<file path="config.mk">
export PLATFORM = sky130hd
export DESIGN_NAME = vib_host
export DESIGN_NICKNAME = d
export VERILOG_FILES = /design/src/logic/vib_host_pkg.sv /design/src/logic/word_fifo.sv /design/src/logic/vib_host.sv
export SDC_FILE = /design/constraint.sdc
export NUM_CORES = 1
export LEC_CHECK = 0
export ABC_CLOCK_PERIOD_IN_PS = 7900
export BUFFER_PORTS_ARGS = -buffer_cell sky130_fd_sc_hd__buf_2
export CAP_MARGIN = 5
export CORE_UTILIZATION = 50
export DETAILED_ROUTE_END_ITERATION = 6
export PLACE_DENSITY = 0.68
export SYNTH_ARGS = -nofsm -noshare
export SYNTH_HDL_FRONTEND = slang
export SYNTH_SLANG_ARGS = --single-unit
</file>
<file path="constraint.sdc">
create_clock -name clock -period 7.9 [get_ports clock]
set_input_delay 1.58 -clock clock [delete_from_list [all_inputs] [get_ports clock]]
set_output_delay 1.58 -clock clock [all_outputs]
set_load 0.01 [all_outputs]
</file>
<file path="src/logic/vib_host_pkg.sv">
// Constants shared by the vibration sensor host controller.
// Assumes a 100 MHz system clock and SPI mode 3 at the sensor pins.
package vib_host_pkg;
    // ------------------------------------------------------------
    // Clocking
    // ------------------------------------------------------------
    localparam int CLK_HZ = 100000000;
    localparam int SCLK_MAX_HZ = 14000000;
    localparam int SCLK_MIN_HZ = 12500000;
    // Half period in system cycles, rounded up so the rate stays at
    // or below the maximum: 100 MHz / 14 MHz / 2 rounds up to 4.
    localparam int SCLK_HALF = (CLK_HZ + 2 * SCLK_MAX_HZ - 1)
                               / (2 * SCLK_MAX_HZ);
    localparam logic [3:0] SCLK_HALF_CNT = 4'(SCLK_HALF - 1);
    // ------------------------------------------------------------
    // Command word layout
    // ------------------------------------------------------------
    localparam int WORD_W = 16;
    localparam int RW_POS = 15;
    localparam int ADDR_MSB = 14;
    localparam int ADDR_LSB = 8;
    localparam int DATA_MSB = 7;
    localparam logic [5:0] BIT_LAST = 6'h0F;
    // ------------------------------------------------------------
    // Global command register and escape value
    // ------------------------------------------------------------
    localparam logic [6:0] GLOBAL_COMMAND_REG_ADDR = 7'h3E;
    localparam logic [15:0] ESCAPE_CODE = 16'h00E8;
    // ------------------------------------------------------------
    // Burst layout, word indices
    // ------------------------------------------------------------
    localparam logic [6:0] BURST_WORDS = 7'h64;
    localparam logic [6:0] BURST_LAST = 7'h63;
    localparam logic [6:0] IDX_X0 = 7'h01;
    localparam logic [6:0] IDX_Y0 = 7'h21;
    localparam logic [6:0] IDX_Z0 = 7'h41;
    localparam logic [6:0] IDX_TEMP = 7'h61;
    localparam logic [6:0] IDX_STAT = 7'h62;
    localparam logic [6:0] IDX_CRC = 7'h63;
    localparam logic [7:0] HEADER_LOW = 8'hAD;
    localparam logic [15:0] SAMPLE_MID = 16'h8000;
    // ------------------------------------------------------------
    // Host command codes
    // ------------------------------------------------------------
    typedef enum logic [1:0] {
        CMD_WRITE = 2'b00,
        CMD_READ = 2'b01,
        CMD_BURST = 2'b10,
        CMD_ESCAPE = 2'b11
    } cmd_e;
    // Tag on each result word.
    typedef enum logic [2:0] {
        TAG_READ = 3'b000,
        TAG_HEADER = 3'b001,
        TAG_X = 3'b010,
        TAG_Y = 3'b011,
        TAG_Z = 3'b100,
        TAG_TEMP = 3'b101,
        TAG_STAT = 3'b110,
        TAG_CRC = 3'b111
    } tag_e;
    localparam int FIFO_W = 19;
    localparam int FIFO_D = 4;
endpackage

</file>
<file path="src/logic/word_fifo.sv">
// Small synchronous FIFO for result words.
// Assumes one clock; a push on full and a pop on empty are ignored.
`timescale 1ns/1ps
module word_fifo #(
    parameter int WIDTH = 19,
    parameter int DEPTH = 4
) (
    input wire logic clock,
    input wire logic sys_rst,
    input wire logic in_valid,
    output logic in_ready,
    input wire logic [WIDTH-1:0] in_data,
    output logic out_valid,
    input wire logic out_ready,
    output logic [WIDTH-1:0] out_data
);
    localparam int AW = $clog2(DEPTH);
    logic [WIDTH-1:0] mem_ff [DEPTH];
    logic [AW-1:0] wr_ff;
    logic [AW-1:0] rd_ff;
    logic [AW:0] cnt_ff;
    wire push = in_valid && in_ready;
    wire pop = out_valid && out_ready;

    // Status comes from the occupancy count, so full is honest.
    assign in_ready = (cnt_ff != (AW+1)'(DEPTH));
    assign out_valid = (cnt_ff != '0);
    assign out_data = mem_ff[rd_ff];

    // Storage is not reset; only the pointers need a defined value.
    always_ff @(posedge clock) begin
        if (push) begin
            mem_ff[wr_ff] <= in_data;
        end
    end

    // Pointers wrap because DEPTH is a power of two.
    always_ff @(posedge clock) begin
        if (sys_rst) begin
            wr_ff <= '0;
            rd_ff <= '0;
            cnt_ff <= '0;
        end else begin
            wr_ff <= push ? wr_ff + 1'b1 : wr_ff;
            rd_ff <= pop ? rd_ff + 1'b1 : rd_ff;
            cnt_ff <= cnt_ff + (AW+1)'(push) - (AW+1)'(pop);
        end
    end
endmodule // word_fifo

</file>
<file path="src/logic/vib_host.sv">
// Host-side SPI master for the triaxial vibration sensor.
// Assumes the sensor is an SPI mode 3 slave with an active-low busy pin;
// busy and the data-out pin arrive asynchronously and are synchronised.
`timescale 1ns/1ps
// Contract
// - Host writes low byte then high byte
// - Write word: flag one, address, data
// - Read takes two words, first flag zero
// - Reply next word; next request overlaps
// - Host waits while busy low, except escape
// - Ignore busy until data production begins
// - One command starts a back-to-back burst
// - Select held low through whole burst
// - Burst clock between 12.5 and 14 MHz
// - First burst after entry is discarded (host passes it on, marked by first_frame)
// - Mode 3, MSB first, 16-bit words
// - Escape written to global command register
module vib_host
    import vib_host_pkg::*;
(
    input wire logic clock,
    input wire logic sys_rst,
    input wire logic cmd_valid,
    output logic cmd_ready,
    input wire vib_host_pkg::cmd_e cmd_code,
    input wire logic [6:0] cmd_addr,
    input wire logic [15:0] cmd_data,
    output logic res_valid,
    input wire logic res_ready,
    output logic [2:0] res_tag,
    output logic [15:0] res_data,
    output logic [7:0] hdr_count,
    output logic first_frame,
    output logic burst_lost,
    output logic spi_cs_n,
    output logic spi_sclk,
    output logic spi_mosi,
    input wire logic spi_miso,
    input wire logic busy_n
);
    import vib_host_pkg::*;

    // ------------------------------------------------------------
    // Pin synchronisers
    // ------------------------------------------------------------
    logic miso_s1_ff, miso_ff, busy_s1_ff, busy_ff, started_ff;
    // Two flops per pin; only the second is read.
    // The data-out pin is read two clocks late; a four-clock half period
    // leaves it settled well before the rising edge that samples it.
    always_ff @(posedge clock) begin
        miso_s1_ff <= spi_miso;
        miso_ff <= miso_s1_ff;
        busy_s1_ff <= busy_n;
        busy_ff <= busy_s1_ff;
    end

    // Busy only counts once it has first been seen high after reset.
    always_ff @(posedge clock) begin
        if (sys_rst) begin
            started_ff <= 1'b0;
        end else if (busy_ff) begin
            started_ff <= 1'b1;
        end
    end

    // ------------------------------------------------------------
    // State machine
    // ------------------------------------------------------------
    typedef enum logic [2:0] {
        ST_IDLE = 3'b000,
        ST_LOAD = 3'b001,
        ST_SHIFT = 3'b010,
        ST_GAP = 3'b011,
        ST_PUSH = 3'b100
    } state_e;
    state_e state_ff;
    logic [3:0] div_ff;
    logic [5:0] bit_ff;
    logic [15:0] tx_ff, rx_ff;
    logic [6:0] word_ff;
    logic [1:0] step_ff;
    cmd_e op_ff;
    logic [6:0] addr_ff;
    logic [15:0] data_ff;
    logic burst_seen_ff;
    logic fifo_in_ready;

    // A half-period tick from the divider; the link clock is made here.
    wire tick = (div_ff == SCLK_HALF_CNT);
    wire busy_blocks = started_ff && !busy_ff;
    wire esc_cmd = cmd_valid && (cmd_code == CMD_ESCAPE);
    // The escape code is allowed to bypass busy.
    wire can_take = (state_ff == ST_IDLE)
                    && (esc_cmd || !busy_blocks);
    // Ready is left combinational: the escape bypass depends on the code
    // offered in this very cycle, which a registered ready cannot see.
    assign cmd_ready = can_take;
    wire take = cmd_valid && can_take;

    // Byte address of the second step of a register write.
    wire [6:0] addr_hi = addr_ff | 7'h01;
    // Word for the current step of the operation.
    wire [15:0] wr_lo = {1'b1, addr_ff & 7'h7E, data_ff[7:0]};
    wire [15:0] wr_hi = {1'b1, addr_hi, data_ff[15:8]};
    wire [15:0] rd_req = {1'b0, addr_ff, 8'h00};
    wire [15:0] esc_lo = {1'b1, GLOBAL_COMMAND_REG_ADDR,
                          ESCAPE_CODE[7:0]};
    wire [15:0] esc_hi = {1'b1, GLOBAL_COMMAND_REG_ADDR | 7'h01,
                          ESCAPE_CODE[15:8]};
    wire [15:0] step_word =
        (op_ff == CMD_WRITE) ? (step_ff == 2'd0 ? wr_lo : wr_hi) :
        (op_ff == CMD_ESCAPE) ? (step_ff == 2'd0 ? esc_lo : esc_hi) :
        (op_ff == CMD_READ) ? rd_req :
        (word_ff == 7'h00 ? rd_req : 16'h0000);

    // How many words each operation needs; reads need two.
    wire [6:0] words_total =
        (op_ff == CMD_BURST) ? BURST_WORDS + 7'h01 : 7'h02;
    wire last_word = (word_ff == words_total - 7'h01);
    // The reply is captured in every word after the first of a read or a burst.
    wire has_reply = (op_ff == CMD_READ || op_ff == CMD_BURST)
                     && (word_ff != 7'h00);
    wire [6:0] bidx = word_ff - 7'h01;
    wire [2:0] btag =
        (bidx == 7'h00) ? TAG_HEADER :
        (bidx < IDX_Y0) ? TAG_X :
        (bidx < IDX_Z0) ? TAG_Y :
        (bidx < IDX_TEMP) ? TAG_Z :
        (bidx == IDX_TEMP) ? TAG_TEMP :
        (bidx == IDX_STAT) ? TAG_STAT : TAG_CRC;
    // Samples are passed on offset-removed, as two's complement.
    wire is_sample = (btag == TAG_X) || (btag == TAG_Y) || (btag == TAG_Z);
    wire [15:0] bdata = is_sample ? rx_ff ^ SAMPLE_MID : rx_ff;
    // Select stays low between burst words; other commands get a gap after every word.
    wire hold_cs = (op_ff == CMD_BURST) && !last_word;

    // ------------------------------------------------------------
    // Link clock divider
    // ------------------------------------------------------------
    // The divider rests at zero in idle, so each frame opens with three
    // clocks of select low before the first falling edge.
    always_ff @(posedge clock) begin
        if (sys_rst) begin
            div_ff <= '0;
        end else begin
            div_ff <= (tick || state_ff == ST_IDLE) ? 4'h0 : div_ff + 4'h1;
        end
    end

    // ------------------------------------------------------------
    // Word sequencer
    // ------------------------------------------------------------

    // Sequencer: one word is sixteen low-high clock pairs.
    always_ff @(posedge clock) begin
        if (sys_rst) begin
            state_ff <= ST_IDLE;
            bit_ff <= '0;
            word_ff <= '0;
            step_ff <= '0;
            op_ff <= CMD_WRITE;
            addr_ff <= '0;
            data_ff <= '0;
            tx_ff <= '0;
            rx_ff <= '0;
            spi_cs_n <= 1'b1;
            spi_sclk <= 1'b1;
            spi_mosi <= 1'b0;
        end else begin
            case (state_ff)
                ST_IDLE: begin
                    spi_cs_n <= 1'b1;
                    spi_sclk <= 1'b1;
                    if (take) begin
                        op_ff <= cmd_code;
                        addr_ff <= cmd_addr;
                        data_ff <= cmd_data;
                        word_ff <= '0;
                        step_ff <= '0;
                        state_ff <= ST_LOAD;
                    end
                end
                ST_LOAD: begin
                    tx_ff <= step_word;
                    spi_mosi <= step_word[RW_POS];
                    spi_cs_n <= 1'b0;
                    bit_ff <= '0;
                    state_ff <= ST_SHIFT;
                end
                ST_SHIFT: if (tick) begin
                    if (spi_sclk) begin
                        spi_sclk <= 1'b0;
                        if (bit_ff != 6'h00) begin
                            spi_mosi <= tx_ff[RW_POS];
                        end
                    end else begin
                        // Rising edge: both sides sample here.
                        spi_sclk <= 1'b1;
                        rx_ff <= {rx_ff[14:0], miso_ff};
                        tx_ff <= {tx_ff[14:0], 1'b0};
                        bit_ff <= bit_ff + 6'h01;
                        if (bit_ff == BIT_LAST) begin
                            state_ff <= ST_PUSH;
                        end
                    end
                end
                ST_PUSH: begin
                    // Wait here while the FIFO is full; select holds.
                    // A long stall stretches a burst, so the sink must
                    // keep up if the sensor is not to overwrite its buffer.
                    if (!has_reply || fifo_in_ready) begin
                        word_ff <= word_ff + 7'h01;
                        step_ff <= step_ff + 2'd1;
                        if (last_word) begin
                            spi_cs_n <= 1'b1;
                            state_ff <= ST_GAP;
                        end else if (hold_cs) begin
                            state_ff <= ST_LOAD;
                        end else begin
                            spi_cs_n <= 1'b1;
                            state_ff <= ST_GAP;
                        end
                    end
                end
                ST_GAP: if (tick) begin
                    // Writes and reads step again; the last word ends.
                    state_ff <= (word_ff == words_total) ? ST_IDLE : ST_LOAD;
                end
                default: state_ff <= ST_IDLE;
            endcase
        end
    end

    // ------------------------------------------------------------
    // Result words and burst bookkeeping
    // ------------------------------------------------------------
    wire fifo_push = (state_ff == ST_PUSH) && has_reply && fifo_in_ready;
    wire [2:0] push_tag = (op_ff == CMD_BURST) ? btag : TAG_READ;
    wire [15:0] push_data = (op_ff == CMD_BURST) ? bdata : rx_ff;
    wire hdr_word = fifo_push && (op_ff == CMD_BURST)
                    && (btag == TAG_HEADER);
    // A header with the wrong low byte marks the burst as lost.
    wire hdr_bad = hdr_word && (rx_ff[7:0] != HEADER_LOW);

    // Burst flags; the first burst after reset is marked for discard.
    always_ff @(posedge clock) begin
        if (sys_rst) begin
            hdr_count <= '0;
            first_frame <= 1'b0;
            burst_seen_ff <= 1'b0;
            burst_lost <= 1'b0;
        end else begin
            if (hdr_word) begin
                hdr_count <= rx_ff[15:8];
                first_frame <= !burst_seen_ff;
                burst_seen_ff <= 1'b1;
            end
            burst_lost <= hdr_bad ? 1'b1 : (take ? 1'b0 : burst_lost);
        end
    end

    // ------------------------------------------------------------
    // Result buffer and output stage
    // ------------------------------------------------------------
    // A pop happens whenever the output register is empty or is being
    // taken, so one word can move per clock with no bubble.
    wire fifo_out_valid;
    wire [FIFO_W-1:0] fifo_out_data;
    wire fifo_pop = fifo_out_valid && (!res_valid || res_ready);

    word_fifo #(
        .WIDTH(FIFO_W),
        .DEPTH(FIFO_D)
    ) u_fifo (
        .clock(clock),
        .sys_rst(sys_rst),
        .in_valid(fifo_push),
        .in_ready(fifo_in_ready),
        .in_data({push_tag, push_data}),
        .out_valid(fifo_out_valid),
        .out_ready(fifo_pop),
        .out_data(fifo_out_data)
    );

    // Output stage keeps the result ports driven from flops.
    always_ff @(posedge clock) begin
        if (sys_rst) begin
            res_valid <= 1'b0;
            res_tag <= '0;
            res_data <= '0;
        end else if (!res_valid || res_ready) begin
            res_valid <= fifo_out_valid;
            res_tag <= fifo_out_data[18:16];
            res_data <= fifo_out_data[15:0];
        end
    end
endmodule // vib_host

</file>
=== After elaboration in Yosys (flattened, before gate mapping) ===
Memory sizes are Yosys's and may differ from the RTL's. A register that Yosys moved wholly into a read port is not among the register bits.
Cells that the tools add are included.

* Flip-flop bits (word level): 106
* Memory bits (writable): 76
* Input port bits: 31
* Output and inout port bits: 34
* Word-level logic and storage cells: 173
* Memories: 1

* Add/sub/neg operators: 10
* $lt $le $gt $ge: 3
* Eq/ne operators: 29
* Muxes and demuxes: 53
* Bitwise logic cells: 2
* Reduce and logical (&&, ||, !) cells: 49

{| class="wikitable"
|+ Memory list
! name !! words !! bits a word !! read ports !! clocked after Yosys merged registers in !! wr ports !! RTL line !! text
|-
| u_fifo.mem_ff || 4 || 19 || 1 || 1 || 1 || word_fifo.sv:18 || <nowiki>logic [WIDTH-1:0] mem_ff [DEPTH];</nowiki>
|}

{| class="wikitable"
|+ Operator list
! kind !! count
|-
| two-way mux 16 bit || 6
|-
| one-hot mux 16 bit (2 select lines) || 1
|-
| two-way mux 15 bit || 2
|-
| two-way mux 3 bit || 10
|-
| two-way mux 7 bit || 3
|-
| two-way mux 9 bit || 2
|-
| != test 2 bit (second input constant) || 8
|-
| one-hot mux 3 bit (5 select lines) || 1
|-
| == test 7 bit || 2
|-
| == test 7 bit (second input constant) || 2
|-
| logical AND 1 bit || 14
|-
| zero test 7 bit || 2
|-
| < comparator 7 bit (second input constant) || 2
|-
| two-way mux 1 bit || 14
|-
| one-hot mux 7 bit (2 select lines) || 1
|-
| subtractor 7 x 1 -> 7 bit (second input constant) || 2
|-
| == test 3 x 2 -> 1 bit (second input constant) || 4
|-
| two-way mux 2 bit || 6
|-
| two-way mux 6 bit || 2
|-
| one-hot mux 6 bit (2 select lines) || 1
|-
| AND reduction 3 bit || 4
|-
| != test 8 bit (second input constant) || 1
|-
| nonzero test 2 bit || 4
|-
| adder 7 x 1 -> 7 bit (second input constant) || 1
|-
| other kinds (28) || 51
|}

=== Logic depth before layout (Yosys ltp) ===
Gate-level depths: netlist of run 1.

* Depth after elaboration: 13
* Mapped depth: 13
* Gate-level depth less buffers: 11

=== By module ===
Synthesis of run 1 repeated with hierarchy kept, for this count alone.

* Cells, all modules: 842
* Area, all modules: 8714.6 um2

{| class="wikitable"
|+ By module, submodules not included
! module !! times used !! cells an instance !! area an instance (um2) !! seq. area each (um2)
|-
| vib_host || 1 || 694 || 5460.2 || 2362.3
|-
| word_fifo || 1 || 148 || 3254.4 || 2462.4
|}

=== Worst setup path before layout of run 1 ===
OpenSTA, ideal clock, no wires.

* Path type: in2out
* From: in cmd_valid
* To: out cmd_ready
* Arrival time: 2.011 ns
* Data required time: 6.320 ns
* Path slack: 4.309 ns
* Stages on the path: 2
* Buffers on the path: 0
* Cell sequence: nand3_1 > a211oi_1

* Longest elaborated chain between the ends: 3

{| class="wikitable"
|+ RTL lines
! element !! RTL line !! text
|-
| start, declared || vib_host.sv:23 || <nowiki>input wire logic cmd_valid,</nowiki>
|-
| logical AND 1 bit || vib_host.sv:91 || <nowiki>wire esc_cmd = cmd_valid && (cmd_code == CMD_ESCAPE);</nowiki>
|-
| logical OR 1 bit || vib_host.sv:94 || <nowiki>&& (esc_cmd || !busy_blocks);</nowiki>
|-
| logical AND 1 bit || vib_host.sv:94 ||
|-
| end, declared || vib_host.sv:24 || <nowiki>output logic cmd_ready,</nowiki>
|}

Every way passes these cells.

=== Worst setup path after layout of run 1 ===
* From: in cmd_code[1]
* To: out cmd_ready

* Longest elaborated chain between the ends: 4

{| class="wikitable"
|+ RTL lines
! element !! RTL line !! text
|-
| start, declared || vib_host.sv:25 || <nowiki>input wire vib_host_pkg::cmd_e cmd_code,</nowiki>
|-
| == test 2 bit || vib_host.sv:91 ||
|-
| logical AND 1 bit || vib_host.sv:91 ||
|-
| logical OR 1 bit || vib_host.sv:94 ||
|-
| logical AND 1 bit || vib_host.sv:94 ||
|}

Every way passes these cells.

==> results.json, run 1 <==
{
  "fin_ws_ns": 4.18,
  "wl_per_cell_um": 16.4,
  "clockBufferDepth": 3,
  "use_met3_pct": 3.27,
  "die_w_um": 132,
  "ir_worst_vdd_mv": 0.160,
  "crit_start": "cmd_code[1]",
  "synth_edf_count": 76,
  "cts_tree": "yes",
  "gp_congestion": 0.814,
  "use_met1_pct": 25.4,
  "dr_total_vias": 6082,
  "startpoint_type": "input port",
  "overflow": 0,
  "grt_use_met2_pct": 36.4,
  "coreArea_mm2": 0.0165,
  "yosysWarnings": 0,
  "insertedDiodeCount": 0,
  "fin_skew_ns": 0.0153,
  "busiest_layer": "met2",
  "fillers": 1400,
  "cts_hold_buf": 0,
  "synthCells": 798,
  "syn_to_final_growth_pct": 13.6,
  "setup_viol": 0,
  "grt_pass1_wl_mm": 29.4,
  "drive_gt1_share_pct": 16.1,
  "max_slew_margin_pct": 16.7,
  "htreeDepth": 1,
  "die_y_um": 132,
  "worstPathMaxFanout": 3,
  "crit_path_end": "cmd_ready",
  "clk_pin_slew_ns": 0.05,
  "outcome": "complete, no violations",
  "cap_viol_max_count": 0,
  "drt_iter0_drc": 338,
  "grt_antenna_before_repair": 0,
  "rows": 47,
  "clkSinkCount": 201,
  "rsz0062_at_grt": "false",
  "p_per_area_mw_per_mm2": 283,
  "yosysSeqAreaShare_pct": 56.6,
  "nets": 890,
  "finalMaxSlewViolations": 0,
  "final_core_util_pct": 58.1,
  "drt_wl_total_mm": 17.6,
  "finalCriticalPeriod_ns": 3.72,
  "cts-root-buf": "clkbuf_16",
  "pre_cts_slack_ns": 4.16,
  "hold_path.class": "reg -> reg",
  "p_leak_nw": 3.55,
  "numPortBuffers": 64,
  "initial_core_util_pct": 51.1,
  "grt_pass1_vias": 5989,
  "ant_nets": 0,
  "async_reset_ff_share_pct": 0,
  "cp.required_ns": 6.32,
  "ios": 65,
  "fmax_mhz": 269,
  "dieArea_mm2": 0.0174,
  "synth_ff_type": "dfxtp_1",
  "cts_resized": 0,
  "multi_input_area_mm2": 0.00339,
  "critPathCaptureType": "primary output",
  "worstMarginPinSlew_ns": 1.25,
  "regArea_mm2": 0.00479,
  "grt_max_degree": 62,
  "setup_tns_ns": 0,
  "detailed_place_hpwl_mm": 11.2,
  "reg2regPathDepth": 11,
  "reg2reg_from": "word_ff[0]",
  "reg2reg_slack_ns": 4.76,
  "synth_cell_types": 62,
  "cts_buffers": 22,
  "drc": 0,
  "clk_latency_ns": 0.50,
  "viasPerCell": 5.67,
  "synth_nets": 850,
  "drtPass1Iterations": 5,
  "cp_data_arrival_time_ns": 2.14,
  "grt_use_total_pct": 20.6,
  "yosys_register_bits": 201,
  "syn_area_mm2": 0.00845,
  "syn_area_per_cell_um2": 10.6,
  "hold_viol": 0,
  "period_share_pct": 47.1,
  "critPathKind": "in -> out",
  "r2r_end": "u_fifo.cnt_ff[2]",
  "post_cts_buffers": 0
}
## metal layers
metal / wire length, µm / part of all wire, %
met1: 7590 / 43
met2: 8820 / 50
met3: 716 / 4.1
met4: 484 / 2.7
met5: 0 / 0
## critical path, stage by stage
cell	delay, ns
buf_2	0.10
nand3_1	0.07
a211oi_1	0.23
buf_2	0.17
## cell usage in the layout (no fill, tap or decap), types with 15 or more instances in the layout
| master | netlist | layout |
|---|---|---|
| mux2i_1 | 22 | 22 |
| inv_1 | 21 | 21 |
| edfxtp_1 | 76 | 76 |
| a21oi_1 | 87 | 87 |
| nand3_1 | 16 | 16 |
| nor3_1 | 15 | 15 |
| nor2_1 | 68 | 68 |
| dfxtp_1 | 125 | 124 |
| nand2_1 | 117 | 117 |
| ha_1 | 20 | 20 |
| buf_2 | 1 | 63 |
| mux4_2 | 19 | 19 |
| clkbuf_16 | 0 | 23 |
## worst min-delay path by stage
stage               slack [ns]  depth (start not counted)        from      end
global route              0.34                          0  miso_s1_ff  miso_ff
floorplan                 0.31                          0  busy_s1_ff  busy_ff
finish                    0.33                          0  miso_s1_ff  miso_ff
global placement          0.31                          0  busy_s1_ff  busy_ff
detailed placement        0.31                          0  busy_s1_ff  busy_ff
CTS                       0.33                          0  miso_s1_ff  miso_ff
## flip-flops by register name, indices dropped and copies added (netlist names), 4 cells and up
| signal | count |
|---|---|
| u_fifo.mem_ff | 76 |
| tx_ff | 16 |
| rx_ff | 16 |
| addr_ff | 7 |
| bit_ff | 6 |
| res_data | 16 |
| hdr_count | 8 |
| data_ff | 16 |
| word_ff | 7 |
| div_ff | 4 |
## per-stage QoR
stage | cells | instance area (µm²) | hold slack, ns | total power [mW]
6_report | 1073 | 9590 | 0.329 | 2.72
2_1_floorplan | 798 | 8450 | 0.310 | 1.63
3_3_place_gp | 1034 | 8890 | 0.315 | 1.74
3_5_place_dp | 1034 | 8890 | 0.315 | 1.77
5_1_grt | 1073 | 9590 | 0.342 | 2.85
4_1_cts | 1073 | 9590 | 0.334 | 2.75
## Yosys cell counts, drive strengths merged (2+ instances only)
cell / count / share of area [%]
o211ai: 6 / 0.53
nor2b: 8 / 0.59
nor4b: 3 / 0.31
nand3: 16 / 0.95
o221ai: 3 / 0.31
a221oi: 4 / 0.41
dfxtp: 125 / 30
ha: 20 / 3.0
buf: 5 / 0.24
and2: 5 / 0.37
mux2i: 22 / 2.6
and3: 9 / 0.67
mux4: 19 / 5.1
nor2: 69 / 3.1
mux2: 6 / 0.80
nand3b: 2 / 0.18
a211oi: 3 / 0.39
nor4: 8 / 0.59
clkbuf: 48 / 2.1
nand2: 117 / 5.2
a21oi: 87 / 5.2
nand4: 11 / 0.81
o41ai: 6 / 0.62
nand2b: 4 / 0.30
or2: 5 / 0.37
edfxtp: 76 / 27
or3b: 3 / 0.31
a31oi: 7 / 0.52
nor3: 15 / 0.89
o31ai: 10 / 0.89
or3: 4 / 0.36
nor3b: 3 / 0.27
xor2: 6 / 0.62
o21ai: 10 / 0.59
inv: 21 / 0.93
xnor2: 12 / 1.2
## power by group
group,total [mW],internal [mW],switching (mW)
clock network,0.975,0.580,0.394
logic,0.493,0.219,0.274
registers,1.25,1.15,0.0966
## cells by family (layout without fill, tap and decap cells)
group	Yosys count	after routing	share of synthesized area, %
compound gates	150	150	10.8
xor+xnor	18	18	1.87
fa+ha+maj	21	21	3.20
buf+inv	75	130	3.35
flops	201	201	56.6
mux	47	47	8.47
simple gates	286	286	15.7
## area by class of cell
cell class	instances	share of cell area (%)
flip-flops and latches	201	49.9
multi-input cells	522	35.3
clock buffers	34	6.95
repair buffers	69	3.76
well taps	220	2.87
inverters	22	0.861
clock inverters	5	0.365
Note: power is estimated with default switching activity, not from simulation.
==> inputs of run 2 (changes only) <==
Settings changed: ABC_CLOCK_PERIOD_IN_PS 7900 to 3450.
Clock period 7.9 ns to 3.45 ns, I/O delays scaled along.
==> run 2 against run 1 <==
Compared with the run above:
- worst hold slack worse by 0.019 ns
- sequential share of layout area fell by 0.078 points
- die area did not move
- critical path type is now reg -> reg
- power up 130%
- clock skew is 0.0011 ns higher
- setup slack lost 3.7 ns
- sequential power up 130%
- critical endpoint is now u_fifo.cnt_ff[2]
- critical path depth increased by 7
==> results.json, run 2 (synthesis results as in run 1) <==
{
  "drc": 0,
  "die_w_um": 132,
  "insertedDiodeCount": 0,
  "dr_total_vias": 6033,
  "clk_pin_slew_ns": 0.06,
  "slowest_delay_ns": 0.55,
  "clkSinkCount": 201,
  "cts-root-buf": "clkbuf_16",
  "die_y_um": 132,
  "worstMarginPinSlew_ns": 1.15,
  "critPathKind": "reg -> reg",
  "cp.required_ns": 3.79,
  "fillers": 1391,
  "htreeDepth": 1,
  "rsz0062_at_grt": "false",
  "grt_antenna_before_repair": 0,
  "reg2reg_slack_ns": 0.50,
  "max_slew_margin_pct": 23.2,
  "coreArea_mm2": 0.0165,
  "hold_viol": 0,
  "finalCriticalPeriod_ns": 2.95,
  "grt_max_degree": 59,
  "worstPathMaxFanout": 13,
  "drive_gt1_share_pct": 16.3,
  "clockBufferDepth": 3,
  "dieArea_mm2": 0.0174,
  "rows": 47,
  "hold_path.class": "in -> reg",
  "p_leak_nw": 3.56,
  "cts_hold_buf": 0,
  "regArea_mm2": 0.00478,
  "ios": 65,
  "final_cell_mix": "dfxtp_1 (125), nand2_1 (117), a21oi_1 (87), edfxtp_1 (76), nor2_1 (68)",
  "cts_resized": 0,
  "drt_wl_total_mm": 17.7,
  "grt_pass1_vias": 6001,
  "p_per_area_mw_per_mm2": 645,
  "largest_register": "u_fifo.mem_ff",
  "viasPerCell": 5.60,
  "drt_iter0_drc": 345,
  "pre_cts_slack_ns": 0.511,
  "finalMaxSlewViolations": 0,
  "outcome": "complete, no violations",
  "grt_pass1_wl_mm": 29.5,
  "cts_buffers": 21,
  "ir_worst_vdd_mv": 0.431,
  "gp_congestion": 0.845,
  "fmax_mhz": 339,
  "startpoint_type": "register",
  "layout_commonest_cell": "dfxtp_1",
  "wl_per_cell_um": 16.4,
  "cp_data_arrival_time_ns": 3.29,
  "cts_tree": "yes",
  "largest_reg_flops": 76,
  "setup_viol": 0,
  "ant_nets": 0,
  "nets": 896,
  "syn_to_final_growth_pct": 13.7,
  "post_cts_buffers": 0,
  "cp_slowest_cell": "dfxtp_1",
  "detailed_place_hpwl_mm": 11.5,
  "clk_latency_ns": 0.49,
  "overflow": 0,
  "cap_viol_max_count": 0,
  "initial_core_util_pct": 51.1,
  "fin_skew_ns": 0.0164,
  "fin_ws_ns": 0.499,
  "period_share_pct": 85.5,
  "drtPass1Iterations": 4,
  "critPathCaptureType": "register",
  "cp_cell_sequence": "inv_1 > ha_1 > nor3b_1 > a211oi_2 > and2_1 > ha_1 > inv_1 > fa_1 > xor2_1 > xnor2_1 > nor2_1",
  "grt_use_total_pct": 20.6,
  "multi_input_area_mm2": 0.00339,
  "numPortBuffers": 64,
  "setup_tns_ns": 0
}
[run 2: area by class of cell]
type	count	area share, %
clock buffer	29	5.99
timing repair buffer	76	4.30
sequential	201	49.8
inverter	22	0.860
tap	220	2.87
multi-input combinational	522	35.3
clock inverter	8	0.912
[run 2: worst max-delay path: cells and delay by family (launching register included)]
family | cells | cell delay (ns)
AOI/OAI and AO/OA | 1 | 0.43
xor gates and xnor gates | 2 | 0.33
adders and majority gates | 3 | 0.76
and+or+nand+nor | 3 | 0.51
DFF | 1 | 0.55
buffers and inverters | 2 | 0.21
[run 2: worst paths after layout]
kind | from | to | depth (start not counted)
setup / recovery | word_ff[0] | u_fifo.cnt_ff[2] | 11
hold reg to reg | miso_s1_ff | miso_ff | 0
setup reg to reg | word_ff[0] | u_fifo.cnt_ff[2] | 11
hold / removal | busy_n | busy_s1_ff | 1
[run 2: power by group]
group / internal (mW) / switching [mW] / leakage, nW / total [mW]
combinational: 0.513 / 0.674 / 1.51 / 1.19
sequential: 2.64 / 0.182 / 1.72 / 2.82
clock: 1.31 / 0.875 / 0.327 / 2.19
[run 2: metal layers]
layer | wire (µm) | up-vias | global-route usage (%)
li1 | - | 2938 | -
met1 | 7810 | 2936 | 26.1
met2 | 8790 | 132 | 36.7
met3 | 699 | 27 | 2.85
met4 | 366 | 0 | 6.07
met5 | 0 | - | 0
[run 2: stage by stage]
stage | instance area [µm²] | hold WS [ns] | total power [mW] | util, % | cells
floorplan | 8450 | 0.310 | 3.73 | - | 798
global placement | 8940 | 0.317 | 4.01 | 54.1 | 1041
detailed placement | 8940 | 0.318 | 4.06 | 54.1 | 1041
CTS | 9610 | 0.292 | 6.26 | 58.1 | 1078
global route | 9610 | 0.290 | 6.52 | 58.1 | 1078
finish | 9610 | 0.311 | 6.19 | 58.1 | 1078
==> inputs of run 3 (changes only) <==
Settings changed: SYNTH_HIERARCHICAL set to 1.
==> run 3 against run 2 <==
Compared with the run above:
- sequential cell count grew 2
- largest power group unchanged
- register-to-register slack lost 0.12 ns
- worst hold slack lost 0.018 ns
- global-route usage shrank 0.68 points
- non-clock buffer count grew 7
- utilization grew 0.96 points
- clock-buffer cell count shrank 2
==> results.json, run 3 <==
{
  "outcome": "complete, no violations",
  "finalMaxSlewViolations": 0,
  "fin_cells": 1134,
  "p_leak_nw": 3.69,
  "die_w_um": 134,
  "syn_to_final_growth_pct": 14.0,
  "worstPathMaxFanout": 7,
  "p_total_mw": 5.31,
  "cts_resized": 0,
  "hold_viol": 0,
  "drt_wl_total_mm": 17.8,
  "max_slew_margin_pct": 32.5,
  "htreeDepth": 1,
  "ir_worst_vdd_mv": 0.392,
  "netlist.area_leader.share_pct": 29.2,
  "synth_xor_area_share_pct": 1.61,
  "multi_input_area_mm2": 0.00356,
  "cp_top_family": "adder cells",
  "detailed_place_hpwl_mm": 11.3,
  "syn_area_mm2": 0.00871,
  "synth_edf_count": 76,
  "yosys_register_bits": 203,
  "fillers": 1467,
  "synth_cell_types": 70,
  "p_per_area_mw_per_mm2": 534,
  "dieArea_mm2": 0.0180,
  "yosysSeqAreaShare_pct": 55.4,
  "yosysWarnings": 6,
  "grt_pass1_wl_mm": 28.7,
  "fin_skew_ns": 0.0186,
  "largest_reg_flops": 76,
  "final_cell_mix": "nand2_1 (153), dfxtp_1 (127), a21oi_1 (98), edfxtp_1 (76), buf_2 (63)",
  "startpoint_type": "register",
  "dpl_cell_area_mm2": 0.00921,
  "dr_total_vias": 6206,
  "grt_max_degree": 66,
  "critPathCaptureType": "register",
  "grt_antenna_before_repair": 0,
  "insertedDiodeCount": 0,
  "cp_slowest_cell": "fa_1",
  "synth-simple-area-share_pct": 17.1,
  "slowest_delay_ns": 0.38,
  "clkSinkCount": 203,
  "layout_commonest_cell": "nand2_1",
  "dp.cells": 1092,
  "rows": 47,
  "synth_fa_ha_area_share_pct": 3.10,
  "setup_tns_ns": 0,
  "worstMarginPinSlew_ns": 1.01,
  "regArea_mm2": 0.00482,
  "drive_gt1_share_pct": 16.5,
  "numPortBuffers": 64,
  "ant_nets": 0,
  "ys_top_cells_by_count": "nand2_1 (153), dfxtp_1 (127), a21oi_1 (98), edfxtp_1 (76), nor2_1 (54)",
  "coreArea_mm2": 0.0168,
  "syn_area_per_cell_um2": 10.3,
  "largest_register": "u_fifo/mem_ff",
  "cp_data_arrival_time_ns": 3.43,
  "cp_cell_sequence": "inv_1 > ha_1 > nor3b_1 > and2_1 > nor3_1 > a21boi_2 > inv_1 > ha_1 > inv_1 > ha_1 > inv_1 > fa_1 > xor2_1 > and2_1 > nor3_1",
  "drc": 0,
  "gp_congestion": 0.837,
  "cp.required_ns": 3.80,
  "critPathKind": "reg -> reg",
  "synth.top_cells.by_area": "dfxtp_1 (29%), edfxtp_1 (26%), nand2_1 (6.6%)",
  "rsz0062_at_grt": "false",
  "clk_latency_ns": 0.51,
  "ios": 65,
  "post_cts_buffers": 0,
  "hold_path.class": "in -> reg",
  "async_reset_ff_share_pct": 0,
  "overflow": 0,
  "synth_nets": 894,
  "cts_tree": "yes",
  "nets": 949,
  "clockBufferDepth": 3,
  "cts-root-buf": "clkbuf_16",
  "cap_viol_max_count": 0,
  "period_share_pct": 89.1,
  "fmax_mhz": 325,
  "viasPerCell": 5.47,
  "synth_top_family_by_area": "simple AND/OR/NAND/NOR gates",
  "synth_mux_area_share_pct": 6.25,
  "drt_iter0_drc": 472,
  "setup_viol": 0,
  "finalCriticalPeriod_ns": 3.07,
  "synth_ff_type": "dfxtp_1",
  "clk_pin_slew_ns": 0.06,
  "wl_per_cell_um": 15.7,
  "cts_buffers": 23,
  "grt_pass1_vias": 5690,
  "yosysTopAreaCell": "dfxtp_1",
  "crit_buf_inv": 4,
  "drtPass1Iterations": 5,
  "cts_hold_buf": 0,
  "yosys.cell_count.top_type": "nand2_1",
  "design_area_mm2": 0.00994,
  "final_core_util_pct": 59.1,
  "synth_compound_area_share_pct": 12.8,
  "die_y_um": 134,
  "initial_core_util_pct": 51.8,
  "cp_common_cell": "inv_1",
  "grt_use_total_pct": 20.0,
  "synthCells": 842
}
==> run 3: cell families (layout without fill, tap and decap cells) <==
logic type / count (synthesis) / after routing
and+or+nand+nor: 320 / 320
DFF: 203 / 203
AOI/OAI and AO/OA: 180 / 180
buffers and inverters: 75 / 147
muxes: 27 / 27
adders and majority gates: 21 / 21
xor gates and xnor gates: 16 / 16
==> run 3: worst paths after layout <==
kind,start,endpoint,slack [ns],cells after the start
max,word_ff[0],u_fifo/cnt_ff[2],0.38,15
min,spi_miso,miso_s1_ff,0.29,1
max reg2reg,word_ff[0],u_fifo/cnt_ff[2],0.38,15
min reg2reg,busy_s1_ff,busy_ff,0.34,0
==> run 3: final cells by class <==
type	instances	area share, %
tap	220	2.77
sequential	203	48.6
multi-input combinational	564	35.8
timing repair buffer	83	4.68
clock inverter	15	1.37
inverter	22	0.831
clock buffer	27	5.94
==> run 3: where the power goes <==
group          internal (mW)  switching [mW]  total (mW)
sequential              2.54          0.0436        2.58
combinational          0.140           0.250       0.390
clock                   1.38           0.954        2.34
total                   4.06            1.25        5.31
==> run 3: worst register-to-register path: stages (launching register included) <==
cell and delay, ns:
dfxtp_1 0.32, inv_1 0.08, ha_1 0.19, nor3b_1 0.18, and2_1 0.20, nor3_1 0.26
a21boi_2 0.36, inv_1 0.08, ha_1 0.29, inv_1 0.05, ha_1 0.13, inv_1 0.05
fa_1 0.38, xor2_1 0.18, and2_1 0.16, nor3_1 0.04
==> run 3: per-layer routing <==
layer / vias up / global-route usage, % / wire length (µm)
met3: 29 / 2.91 / 759
met4: 0 / 4.74 / 370
met1: 2916 / 27.7 / 8340
li1: 3119 / - / -
met2: 142 / 33.0 / 8290
met5: - / 0 / 0
==> run 3: metrics by stage <==
| stage | setup WS (ns) | hold slack [ns] |
|---|---|---|
| after floorplan | 0.258 | 0.310 |
| after global placement | 0.429 | 0.311 |
| after detailed placement | 0.368 | 0.314 |
| after CTS | 0.352 | 0.278 |
| after global routing | 0.146 | 0.276 |
| final | 0.376 | 0.293 |
